## src/tcp_pkg.sv

```systemverilog
// package for the test control packet decoder: register map, bit positions, carriers
package tcp_pkg;
    // register map (byte addresses on the apb slave)
    localparam logic [11:0] STIM_PACKET_OFFSET = 12'h000;
    localparam logic [11:0] CORE_CTRL_OFFSET = 12'h004;
    localparam logic [11:0] MODE_STATUS_OFFSET = 12'h008;
    localparam logic [31:0] STIM_PACKET_RESET = 32'h0000_0000;
    // core control register: bit 0 memory clock gate, bit 1 internal data bus enable
    localparam int CTRL_MCLK_GATE_BIT = 0;
    localparam int CTRL_INT_DBE_BIT = 1;
    localparam logic [1:0] CORE_CTRL_RESET = 2'h0;
    // packet bit positions
    localparam int CORE_TEST_BIT = 31;
    localparam int TAG_TEST_BIT = 30;
    localparam int RAM_TEST_BIT = 29;
    localparam int FORCE_FAST_CLOCK_BIT = 28;
    localparam int MMU_TEST_BIT = 27;
    localparam int BL_HI_BIT = 24;
    localparam int BL_LO_BIT = 21;
    localparam int TMS_BIT = 20;
    localparam int TDI_BIT = 19;
    localparam int TCK_BIT = 18;
    localparam int TRST_BIT = 17;
    localparam int EXT1_BIT = 16;
    localparam int EXT0_BIT = 15;
    localparam int OS_MMU_BIT = 10;
    localparam int ABE_BIT = 7;
    localparam int DBE_BIT = 5;
    localparam int FIQ_BIT = 4;
    localparam int IRQ_BIT = 3;
    localparam int ABORT_BIT = 2;
    localparam int WAIT_BIT = 1;
    localparam int RESET_BIT = 0;

    // active test mode
    typedef enum logic [2:0] {
        TCP_MODE_NORMAL,
        TCP_MODE_CORE,
        TCP_MODE_TAG,
        TCP_MODE_RAM,
        TCP_MODE_MMU
    } tcp_mode_e;

    // signals driven to the processor core
    typedef struct packed {
        logic debug_port_mode_select;
        logic debug_port_serial_in;
        logic debug_port_clock;
        logic debug_port_reset_n;
        logic watch_input_one;
        logic watch_input_zero;
        logic os_mmu_enhance_enable;
        logic fast_irq_n;
        logic normal_irq_n;
        logic memory_abort;
        logic stall_request_n;
        logic core_reset_n;
        logic [3:0] byte_latch_controls;
        logic scan_serial_out_input;
        logic address_bus_drive_enable;
        logic data_bus_drive_enable;
    } tcp_core_in_s;

    // test mode selects
    typedef struct packed {
        logic core_test_enable;
        logic tag_array_test_enable;
        logic cache_ram_test_enable;
        logic translation_test_enable;
        logic fast_clock_select_override;
        logic rest_held_in_reset;
    } tcp_mode_sel_s;
endpackage

```

## src/tcp_decoder.sv

```systemverilog
// test control packet decoder with apb register access
`timescale 1ns/1ps
`default_nettype none
// Notes on behaviour
// - packet bit 31 selects whole-core test; low bits then drive core inputs
// - packet bit 30 enables cache tag array test mode
// - packet bit 29 enables cache data ram test mode
// - packet bit 27 enables translation buffer test mode
// - in whole-core test bit 27 drives the scan serial out input instead
// - bits 20..17 drive debug mode select, serial in, clock, reset_n
// - bits 16 and 15 drive watchpoint inputs one then zero
// - bit 10 drives the os memory management enhancement enable
// - bits 4..0 drive fiq_n, irq_n, abort, stall_n, reset_n
// - core test: byte latch bits anded with memory clock gate
// - core test: test clock bit anded with memory clock gate and bus clock
// - core test: wait bit anded with memory clock gate
// - core test: data bus enable anded with internal enable and bus clock
// - tag or translation test holds rest of processor in reset
module tcp_decoder (
    // apb clock and reset
    input wire logic pclk,
    input wire logic presetn,
    // apb slave
    input wire logic psel,
    input wire logic penable,
    input wire logic pwrite,
    input wire logic [11:0] paddr,
    input wire logic [31:0] pwdata,
    input wire logic [3:0] pstrb,
    output logic [31:0] prdata,
    output logic pready,
    output logic pslverr,
    // system bus clock sampled as a level
    input wire logic bus_clock,
    // core-side outputs
    output tcp_pkg::tcp_core_in_s core_in,
    output tcp_pkg::tcp_mode_sel_s mode_sel
);
    logic [31:0] packet_q;
    logic [1:0] ctrl_q;
    logic [31:0] rdata_q;
    logic slverr_q;
    tcp_pkg::tcp_mode_e mode;
    tcp_pkg::tcp_core_in_s core_d;
    tcp_pkg::tcp_mode_sel_s sel_d;
    logic wr_en;
    logic rd_en;

    // address decode used for both reads and writes
    function automatic logic is_mapped(input logic [11:0] a);
        is_mapped = (a == tcp_pkg::STIM_PACKET_OFFSET) || (a == tcp_pkg::CORE_CTRL_OFFSET) ||
                    (a == tcp_pkg::MODE_STATUS_OFFSET);
    endfunction

    // zero wait state slave: the access phase always completes
    assign pready = 1'b1;
    assign wr_en = psel && penable && pwrite;
    assign rd_en = psel && penable && !pwrite;
    assign prdata = rdata_q;
    assign pslverr = slverr_q;

    // packet register, byte lanes honoured; status register is read only
    always_ff @(posedge pclk or negedge presetn) begin
        if (!presetn) begin
            packet_q <= tcp_pkg::STIM_PACKET_RESET;
        end else if (wr_en && paddr == tcp_pkg::STIM_PACKET_OFFSET) begin
            for (int i = 0; i < 4; i++) begin
                if (pstrb[i]) begin
                    packet_q[i*8 +: 8] <= pwdata[i*8 +: 8];
                end
            end
        end
    end

    // core control register: memory clock gate and internal data bus enable
    always_ff @(posedge pclk or negedge presetn) begin
        if (!presetn) begin
            ctrl_q <= tcp_pkg::CORE_CTRL_RESET;
        end else if (wr_en && paddr == tcp_pkg::CORE_CTRL_OFFSET && pstrb[0]) begin
            ctrl_q <= pwdata[1:0];
        end
    end

    // read data registered one cycle ahead would lag, so prdata is taken in setup
    always_ff @(posedge pclk or negedge presetn) begin
        if (!presetn) begin
            rdata_q <= 32'h0000_0000;
        end else if (psel && !penable && !pwrite) begin
            case (paddr)
                tcp_pkg::CORE_CTRL_OFFSET: rdata_q <= {30'h0, ctrl_q};
                tcp_pkg::MODE_STATUS_OFFSET: rdata_q <= {26'h0, sel_d};
                default: rdata_q <= 32'h0000_0000; // packet is write only
            endcase
        end
    end

    // unmapped address answers with an error in the access phase
    always_ff @(posedge pclk or negedge presetn) begin
        if (!presetn) begin
            slverr_q <= 1'b0;
        end else if (psel && !penable) begin
            slverr_q <= !is_mapped(paddr);
        end else begin
            slverr_q <= 1'b0;
        end
    end

    // mode decode; core test outranks the array tests
    always_comb begin
        if (packet_q[tcp_pkg::CORE_TEST_BIT]) begin
            mode = tcp_pkg::TCP_MODE_CORE;
        end else if (packet_q[tcp_pkg::TAG_TEST_BIT]) begin
            mode = tcp_pkg::TCP_MODE_TAG;
        end else if (packet_q[tcp_pkg::RAM_TEST_BIT]) begin
            mode = tcp_pkg::TCP_MODE_RAM;
        end else if (packet_q[tcp_pkg::MMU_TEST_BIT]) begin
            mode = tcp_pkg::TCP_MODE_MMU;
        end else begin
            mode = tcp_pkg::TCP_MODE_NORMAL;
        end
    end

    // next values of the mode selects
    always_comb begin
        sel_d = '0;
        sel_d.fast_clock_select_override = packet_q[tcp_pkg::FORCE_FAST_CLOCK_BIT];
        case (mode)
            tcp_pkg::TCP_MODE_CORE: sel_d.core_test_enable = 1'b1;
            tcp_pkg::TCP_MODE_TAG: begin
                sel_d.tag_array_test_enable = 1'b1;
                sel_d.rest_held_in_reset = 1'b1;
            end
            tcp_pkg::TCP_MODE_RAM: sel_d.cache_ram_test_enable = 1'b1;
            tcp_pkg::TCP_MODE_MMU: begin
                sel_d.translation_test_enable = 1'b1;
                sel_d.rest_held_in_reset = 1'b1;
            end
            default: ; // normal mode keeps the cleared selects
        endcase
    end

    // next values of the core inputs; unused bits are simply never read
    always_comb begin
        core_d = '0;
        core_d.debug_port_reset_n = 1'b1;
        core_d.fast_irq_n = 1'b1;
        core_d.normal_irq_n = 1'b1;
        core_d.stall_request_n = 1'b1;
        core_d.core_reset_n = 1'b1;
        core_d.address_bus_drive_enable = 1'b1;
        core_d.debug_port_mode_select = packet_q[tcp_pkg::TMS_BIT];
        core_d.debug_port_serial_in = packet_q[tcp_pkg::TDI_BIT];
        core_d.debug_port_clock = packet_q[tcp_pkg::TCK_BIT];
        core_d.debug_port_reset_n = packet_q[tcp_pkg::TRST_BIT];
        core_d.watch_input_one = packet_q[tcp_pkg::EXT1_BIT];
        core_d.watch_input_zero = packet_q[tcp_pkg::EXT0_BIT];
        core_d.os_mmu_enhance_enable = packet_q[tcp_pkg::OS_MMU_BIT];
        core_d.fast_irq_n = packet_q[tcp_pkg::FIQ_BIT];
        core_d.normal_irq_n = packet_q[tcp_pkg::IRQ_BIT];
        core_d.memory_abort = packet_q[tcp_pkg::ABORT_BIT];
        core_d.stall_request_n = packet_q[tcp_pkg::WAIT_BIT];
        core_d.core_reset_n = packet_q[tcp_pkg::RESET_BIT];
        if (mode == tcp_pkg::TCP_MODE_CORE) begin
            // gating keeps core state changes inside the data access cycle
            core_d.byte_latch_controls = packet_q[tcp_pkg::BL_HI_BIT:tcp_pkg::BL_LO_BIT]
                                         & {4{ctrl_q[tcp_pkg::CTRL_MCLK_GATE_BIT]}};
            core_d.debug_port_clock = packet_q[tcp_pkg::TCK_BIT] & ctrl_q[tcp_pkg::CTRL_MCLK_GATE_BIT]
                                      & bus_clock;
            core_d.stall_request_n = packet_q[tcp_pkg::WAIT_BIT]
                                     & ctrl_q[tcp_pkg::CTRL_MCLK_GATE_BIT];
            core_d.data_bus_drive_enable = packet_q[tcp_pkg::DBE_BIT] & ctrl_q[tcp_pkg::CTRL_INT_DBE_BIT]
                                           & bus_clock;
            core_d.scan_serial_out_input = packet_q[tcp_pkg::MMU_TEST_BIT];
            // tristating the address bus hides address values from readback
            core_d.address_bus_drive_enable = packet_q[tcp_pkg::ABE_BIT];
        end
        if (sel_d.rest_held_in_reset) begin
            core_d.core_reset_n = 1'b0;
        end
        // remaining packet bits have no destination in any mode
    end

    // outputs from flip-flops, so they lag the packet write by one cycle
    always_ff @(posedge pclk or negedge presetn) begin
        if (!presetn) begin
            core_in <= '{debug_port_reset_n: 1'b0, core_reset_n: 1'b0, fast_irq_n: 1'b1,
                         normal_irq_n: 1'b1, stall_request_n: 1'b1, default: 1'b0};
            mode_sel <= '0;
        end else begin
            core_in <= core_d;
            mode_sel <= sel_d;
        end
    end
endmodule // tcp_decoder
`default_nettype wire

```

## config.mk

```make
export PLATFORM = sky130hd
export DESIGN_NAME = tcp_decoder
export DESIGN_NICKNAME = d
export VERILOG_FILES = /design/src/tcp_pkg.sv /design/src/tcp_decoder.sv
export SDC_FILE = /design/constraint.sdc
export NUM_CORES = 1
export LEC_CHECK = 0
export BUFFER_PORTS_ARGS = -buffer_cell sky130_fd_sc_hd__buf_2
export CELL_PAD_IN_SITES_DETAIL_PLACEMENT = 1
export CELL_PAD_IN_SITES_GLOBAL_PLACEMENT = 1
export CORE_AREA = 2 2 89 91
export DETAILED_ROUTE_END_ITERATION = 8
export DIE_AREA = 0 0 91 93
export GPL_ROUTABILITY_DRIVEN = 0
export PLACE_DENSITY = 0.81
export SLEW_MARGIN = 0
export SYNTH_ARGS = -nofsm -noshare
export SYNTH_HDL_FRONTEND = slang
export SYNTH_SLANG_ARGS = --single-unit
```

## constraint.sdc

```tcl
create_clock -name pclk -period 1.04 [get_ports pclk]
set_input_delay 0.208 -clock pclk [delete_from_list [all_inputs] [get_ports pclk]]
set_output_delay 0.208 -clock pclk [all_outputs]
set_load 0.02 [all_outputs]
```

== Word-level counts from Yosys, hierarchy flattened ==
Index checks and enable logic that the tools add are counted.
Cells by class
  mux-type cells: 15
  eq/ne operators: 6
  bitwise operators: 6
  reduce and logical (&&, ||, !) cells: 18
Operators by type and width (number)
  12-bit by 3-bit == test with 1-bit output (second input constant): 1
  12-bit by 4-bit == test with 1-bit output (second input constant): 1
  12-bit logical NOT: 1
  3-bit 2-to-1 mux: 4
  6-bit case mux with 2 select lines: 1
  1-bit 2-to-1 mux: 9
  2-bit AND reduction: 4
  1-bit logical AND: 7
  7-bit 2-to-1 mux: 1
  3-bit by 2-bit == test with 1-bit output (second input constant): 2
  1-bit AND: 5
  4-bit AND: 1
  3-bit by 1-bit == test with 1-bit output (second input constant): 1
  3-bit == test (second input constant): 1
  1-bit logical NOT: 3
  1-bit logical OR: 2
  2-bit OR reduction: 1
Storage, ports and cells
  flip-flop bits (word level): 92
  input bits: 54
  word-level logic and storage cells: 74
  output and inout bits: 59

== Depth between registers and ports, before layout ==
Gate-level depths: netlist of the first run.
  word-level depth: 8
  gate-level depth with buffers: 6
  gate-level depth less buffers: 5

== Least setup slack after synthesis of the first run ==
OpenSTA, ideal clock, no wires.
  path type: input -> register
  from: in paddr[7]
  to: reg ctrl_q[0]
  arrival: 1939 ps
  stages: 4
  setup slack: -1023 ps
  library setup time: 125 ps
  required time: 915 ps
  path buffers: 0
  cells stage by stage: or4_1 nor4_4 and3_2 mux2_2
Between the ends
  longest elaborated chain between the ends: 3
RTL lines
  start, declared: RTL line tcp_decoder.sv:27  | input wire logic [11:0] paddr,
  12-bit by 3-bit == test with 1-bit output: RTL line tcp_decoder.sv:79  | end else if (wr_en && paddr == tcp_pkg::CORE_CTRL_OFFSET && pstrb[0]) begin
  1-bit logical AND (2 in a row): RTL line tcp_decoder.sv:79
  end signal, assigned: RTL line tcp_decoder.sv:78  | ctrl_q <= tcp_pkg::CORE_CTRL_RESET;
  end signal, assigned: RTL line tcp_decoder.sv:80  | ctrl_q <= pwdata[1:0];
  end, declared: RTL line tcp_decoder.sv:40  | logic [1:0] ctrl_q;
Every way passes these cells.
A chain may end at the register's enable or synchronous reset.

== Worst setup path after layout of the first run ==
  from: in paddr[7]
  to: reg packet_q[10]
Between the ends
  longest elaborated chain between the ends: 3
RTL lines
  12-bit logical NOT: RTL line tcp_decoder.sv:66  | end else if (wr_en && paddr == tcp_pkg::STIM_PACKET_OFFSET) begin
  1-bit logical AND: RTL line tcp_decoder.sv:66
  2-bit AND reduction (no line)
  end signal, assigned: RTL line tcp_decoder.sv:65  | packet_q <= tcp_pkg::STIM_PACKET_RESET;
  end signal, assigned by index: RTL line tcp_decoder.sv:69  | packet_q[i*8 +: 8] <= pwdata[i*8 +: 8];
  end, declared: RTL line tcp_decoder.sv:39  | logic [31:0] packet_q;
Every way passes these cells.

==> results of run 1 <==
==> worst reg2reg max path, cell delays in order (launching register included) <==
cell	delay, ns
dfrtp_2	0.44
buf_4	0.16
buf_4	0.15
mux2_2	0.26
==> sequential cells by signal, summed over array words and instances, names as in the netlist <==
signal,count
pslverr,1
packet_q,23
core_in,19
mode_sel,6
ctrl_q,2
prdata,6
==> cells by family after synthesis <==
kind of cell           after synthesis  synth area share [%]
DFF                                 57                 62.70
and+or+nand+nor                     39                 11.68
buffers and inverters               37                 10.53
muxes                               25                 12.34
AOI/OAI and AO/OA                    9                 2.413
other                                2                0.3293
==> stage by stage <==
step | TNS [ns] | setup slack (ns) | std cells
finish | -15.23 | -0.5217 | 384
global placement | -25.16 | -0.8851 | 358
global route | -17.20 | -0.5334 | 384
floorplan | -27.41 | -0.9858 | 194
detailed placement | -25.99 | -0.9185 | 358
CTS | -15.53 | -0.4993 | 380
==> worst max-delay path by stage <==
| stage | from | endpoint | depth (start not counted) |
|---|---|---|---|
| final | paddr[7] | packet_q[10] | 6 |
| after global routing | paddr[7] | prdata[1] | 8 |
| after CTS | paddr[7] | packet_q[10] | 6 |
| after detailed placement | paddr[7] | packet_q[15] | 6 |
| after global placement | paddr[7] | packet_q[15] | 6 |
| after floorplan | paddr[7] | packet_q[10] | 4 |
==> final cells by class <==
class,instances,area [µm²],area share [%]
repair buffers,102,820.8,24.34
multi-input cells,100,757.0,22.45
well taps,102,127.6,3.785
clock inverters,7,85.08,2.523
clock buffers,9,123.9,3.673
flip-flops and latches,57,1431,42.45
inverters,7,26.28,0.7792
==> layout by cell type, fill, tap and decap left out, drive strengths merged, types with 2 or more instances in the layout <==
master and instances:
buf 101, dfrtp 54, conb 27, mux2 25
nand2 10, clkbuf 9, inv 7, and3 6
clkinv 5, nand3 4, nor2 4, o21ai 4
dfstp 3, nand2b 2, nand4 2, o211ai 2
bufinv 2, and2 2, or4 2
==> where the power goes <==
part | switching [µW] | internal (µW) | leakage (µW)
combinational | 188 | 105 | 0.000895
sequential | 1.60 | 2220 | 0.000778
clock | 874 | 1330 | 0.000113
==> what timing repair did <==
action                                  4_1_cts  5_1_grt
endpoints found under the setup margin       66       66
buffers inserted                              5        4
resized for setup                            76        8
pin swaps                                     4        5
endpoints found under the hold margin        54        0
hold buffers                                  1        0
==> routing by layer <==
layer	vias up	GRT usage, %
met4	0	7.071
met1	777	14.50
met3	12	4.271
met5	-	0
li1	731	-
met2	60	26.17
==> qor.csv, run 1 <==
stage;metric;value;unit
sta;Hold Slack;0.1086;ns
synthesis;cell taking the most area after synthesis;dfrtp_1;
placement;hpwl dp;3.811;mm
clock_network;CTS tree;done;
global_routing;first-pass GRT wire length;8.907;mm
floorplanning;Core Rows;32;
sta;period utilization;150.2;%
route;DR DRC count;0;
min_path;Hold Crit Class;in -> reg;
setup_path;R2R Path End;packet_q[31];
synthesis;post-synthesis cell type count;29;
setup_path;FF-to-FF Start;packet_q[31];
setup_path;cells along the critical path;buf_6 -> or4_4 -> nor4_4 -> buf_12 -> and3_4 -> mux2_4;
cells_and_area;final core utilization;44.80;%
route;routed vias/inst;4.115;
setup_path;crit end category;flip-flop;
job;Max Cap Viol;0;
synthesis;Most used DFF post-synth;dfrtp_1;
min_path;worst hold endpoint;packet_q[20];
synthesis;Post-synth ARST share;100.0;%
route;Top Layer Used;met4;
synthesis;sequential cell area fraction in the yosys report;62.70;%
floorplanning;I/O pins;113;
route;Detail Route Antenna Nets;0;
min_path;WHS Path Cells;2;
synthesis;Avg Inst Size Synth;13.50;µm²
power;final total power;4716;µW
synthesis;synth warn;0;
cells_and_area;# fillers;838;
floorplanning;Die Height;93;µm
floorplanning;total core area;7527;µm²
clock_network;Clock transition at path regs;0.06;ns
route;Detailed Routing Iterations Pass 1;3;
setup_path;R2R Setup Slk;-0.08;ns
sta;Setup Skew;0.007335;ns
global_routing;largest net degree at the start of global routing;58;
run_status;violated checks;negative setup slack;
setup_path;CP Data Arrival Time;1.77;ns
route;vias;1580;
clock_network;clock buffer count from CTS;9;
route;WL final;5.624;mm
placement;PortBufs;76;
run_status;status;finished with violations;
synthesis;EDFF count, synth;0;
cells_and_area;Final nets;331;
route;Avg WL per Cell;14.65;µm
sta;final hold violations;0;
setup_path;Max FO, Critical Path;7;
clock_network;Max H-tree Level;3;
clock_network;Clock Latency Late Sink;0.33;ns
route;Initial DRC Count;27;
power;LEAKAGE;0.001785;µW
clock_network;CTS Buffer Depth;2;
setup_path;critical path buffer and inverter count;2;
synthesis;synth cell count leaders;54 x dfrtp_1, 27 x buf_4, 25 x mux2_2;
floorplanning;die area;8463;µm²
cells_and_area;share of cells above drive strength 1;57.45;%
setup_path;Top Family by Delay on Critical Path;simple AND/OR/NAND/NOR gates;
cells_and_area;synth-to-layout area growth;47.83;%
synthesis;Mapped Area;2281;µm²
global_routing;final global-route overflow total;0;
sta;setup repair after global routing missed its margin;true;
sta;Final Slew Violations;0;
power;Peak VDD IR;739.1;µV
sta;Fmax;0.6403;GHz
setup_path;startpoint types;primary input;
clock_network;Root Driver;clkbuf_8;
synthesis;Synth area leaders;dfrtp_1 59%, mux2_2 12%, buf_4 8.9%;
cells_and_area;ant diodes;0;
floorplanning;die extent in x;91;µm
setup_path;crit-path max cell delay;0.53;ns
global_routing;initial antenna violation count;0;
sta;Worst Slack Setup Final;-0.5217;ns
synthesis;cell count after synthesis;169;
synthesis;Yosys top cell area share;59.24;%
min_path;beginning of the worst hold path;pwdata[20];
synthesis;synthesized flop and latch total;57;
cells_and_area;post-layout instance area;3372;µm²
setup_path;worst r2r path cells;3;
global_routing;number of global-route vias before repair;1802;
synthesis;most instantiated library cell after synthesis;dfrtp_1;
setup_path;slowest cell on the critical path;or4_4;
route;Met1 Routed Length;2.138;mm
power;Power Dens Cells;1398;nW/µm²
route;Met2 Wirelength;3.065;mm
setup_path;Setup CP Type;in -> reg;
sta;Final min period;1.562;ns
setup_path;CP required;1.25;ns
sta;final setup fails;51;
placement;Post-DP Area;2821;µm²
route;met3 wire length;315;µm
clock_network;# clock sinks;57;
floorplanning;Initial Utilization;30.30;%
global_routing;Tot GR Track Use;14.16;%
Power figures use the tool's default switching activity.
==> run 2: changes to the inputs <==
PLACE_DENSITY = 0.76   (was 0.81)
==> qor.csv, run 2 (synthesis results as in run 1) <==
stage;metric;value;unit;change
route;Detailed Routing Iterations Pass 1;4;;+1
clock_network;Clock Latency Late Sink;0.33;ns;about the same
setup_path;Setup CP Type;in -> reg;;
power;Power Dens Cells;1319;nW/µm²;-5.7%
sta;Hold Slack;0.1025;ns;-0.006074 ns
clock_network;# clock sinks;57;;unchanged
cells_and_area;synth-to-layout area growth;46.79;%;
route;Avg WL per Cell;14.48;µm;-1.1%
sta;Final Slew Violations;0;;unchanged
cells_and_area;max FFs per register;23;;unchanged
route;Detail Route Antenna Nets;0;;unchanged
floorplanning;total core area;7527;µm²;unchanged
setup_path;Top Family by Delay on Critical Path;simple AND/OR/NAND/NOR gates;;
clock_network;Max H-tree Level;3;;unchanged
cells_and_area;register with the most flip-flops;packet_q;;
job;Max Cap Viol;0;;unchanged
cells_and_area;Sequential cell area;1430;µm²;about the same
clock_network;CTS Buffer Depth;2;;unchanged
sta;Final min period;1.584;ns;+0.02207 ns
sta;final setup fails;62;;+22%
clock_network;Root Driver;clkbuf_8;;
cells_and_area;largest registers;packet_q (23), core_in (19);;
floorplanning;I/O pins;113;;unchanged
power;Peak VDD IR;620.9;µV;-16%
min_path;Hold Crit Class;in -> reg;;
cells_and_area;commonest non-fill, non-tap cell in the layout;dfrtp_1;;
global_routing;largest net degree at the start of global routing;58;;unchanged
run_status;violated checks;negative setup slack;;
global_routing;initial antenna violation count;2;;+2
cells_and_area;commonest cells after routing, fill and taps aside;54 x dfrtp_1, 43 x buf_2, 35 x buf_6;;
cells_and_area;multi-input logic area;733.2;µm²;-3.1%
power;LEAKAGE;0.001782;µW;-0.19%
clock_network;clock buffer count from CTS;9;;unchanged
sta;Setup Skew;0.008360;ns;+0.001025 ns
setup_path;most repeated library cell on the critical path;buf_6;;
floorplanning;Die Height;93;µm;unchanged
placement;hpwl dp;3.771;mm;-1.1%
route;routed vias/inst;4.139;;+0.60%
placement;dpl cells;359;;+0.28%
setup_path;startpoint types;primary input;;
route;Initial DRC Count;28;;+3.7%
setup_path;cells along the critical path;buf_6 -> or4_4 -> nor4_4 -> buf_6 -> buf_4 -> nand3_4 -> mux2_2;;
floorplanning;die extent in x;91;µm;unchanged
global_routing;number of global-route vias before repair;1732;;-3.9%
clock_network;CTS tree;done;;
setup_path;critical path buffer and inverter count;3;;+1
power;final total power;4418;µW;-6.3%
cells_and_area;Finished Layout Cells;388;;+1.0%
floorplanning;die area;8463;µm²;unchanged
sta;Fmax;0.6314;GHz;-1.4%
sta;Worst Slack Setup Final;-0.5438;ns;-0.02207 ns
route;vias;1606;;+1.6%
floorplanning;Initial Utilization;30.30;%;unchanged
setup_path;crit-path max cell delay;0.53;ns;about the same
setup_path;CP Data Arrival Time;1.80;ns;+0.03 ns
global_routing;first-pass GRT wire length;8.887;mm;-0.22%
floorplanning;Core Rows;32;;unchanged
global_routing;Tot GR Track Use;14.09;%;-0.072 points
cells_and_area;share of cells above drive strength 1;56.64;%;-0.80 points
cells_and_area;final core utilization;44.48;%;-0.32 points
cells_and_area;# fillers;835;;-0.36%
run_status;status;finished with violations;;
sta;period utilization;152.3;%;+2.1 points
setup_path;CP required;1.25;ns;about the same
route;WL final;5.620;mm;about the same
clock_network;Clock transition at path regs;0.06;ns;about the same
cells_and_area;ant diodes;0;;unchanged
sta;final hold violations;0;;unchanged
setup_path;Max FO, Critical Path;7;;unchanged
cells_and_area;Final nets;335;;+1.2%
global_routing;final global-route overflow total;0;;unchanged
sta;Post-Route Setup TNS;-16.41;ns;-1.181 ns
sta;setup repair after global routing missed its margin;true;;
setup_path;crit end category;flip-flop;;
setup_path;slowest cell on the critical path;or4_4;;
placement;PortBufs;76;;unchanged
route;DR DRC count;0;;unchanged
==> run 2: cell count changes in the layout (fill, tap and decap cells not counted), moves of 2 or more <==
cell	delta
bufinv_16	-2
o21ai_1	+2
clkbuf_8	+3
mux2_2	+3
mux2_4	-3
buf_4	+5
o21ai_2	-2
clkinv_2	-2
==> run 2: layer usage <==
layer | share of wire, % | track usage, % | up-vias
met1 | 37 | 14.96 | 790
met5 | 0.25 | 0 | -
met4 | 1.6 | 6.061 | 2
met2 | 55 | 25.00 | 64
li1 | - | - | 738
met3 | 6.5 | 5.399 | 12
==> run 2: path summary, 6_finish.rpt <==
kind	slack (ns)	depth (start not counted)	end	from
max in group asynchronous	0.31	3	core_in[11]	presetn
worst max-delay path	-0.54	7	packet_q[7]	paddr[7]
worst min register to register	0.37	0	core_in[15]	packet_q[17]
min in group asynchronous	0.41	3	core_in[5]	presetn
worst max register to register	-0.14	5	prdata[0]	packet_q[31]
worst min-delay path	0.10	2	packet_q[16]	pwdata[16]
==> run 2: stage by stage <==
stage | area, µm² | worst slack [ns]
floorplan | 2384 | -0.9858
detailed placement | 2829 | -0.8985
global route | 3348 | -0.6209
global placement | 2829 | -0.8660
CTS | 3294 | -0.4945
finish | 3348 | -0.5438
==> run 2: area by class of cell <==
type                            instances  area share, %
Clock buffer                           13          5.045
Tap cell                              102          3.812
Inverter                                7         0.7848
Clock inverter                          3         0.4484
Multi-Input combinational cell        100          21.90
Sequential cell                        57          42.71
Timing Repair Buffer                  106          25.30
==> run 2: what timing repair did <==
action | CTS | global route
cloned | 0 | 0
setup endpoints to repair | 66 | 66
endpoints found under the hold margin | 54 | 0
hold buffers | 1 | 0
gates resized for setup | 71 | 5
pin swaps | 10 | 6
setup buffers | 6 | 6
==> run 2: power breakdown <==
part / total [µW] / switching (µW) / leakage [µW] / internal (µW)
clock: 1900 / 852 / 0.0000992 / 1050
combinational: 295 / 191 / 0.000903 / 104
sequential: 2220 / 1.71 / 0.000779 / 2220
total: 4420 / 1040 / 0.00178 / 3370
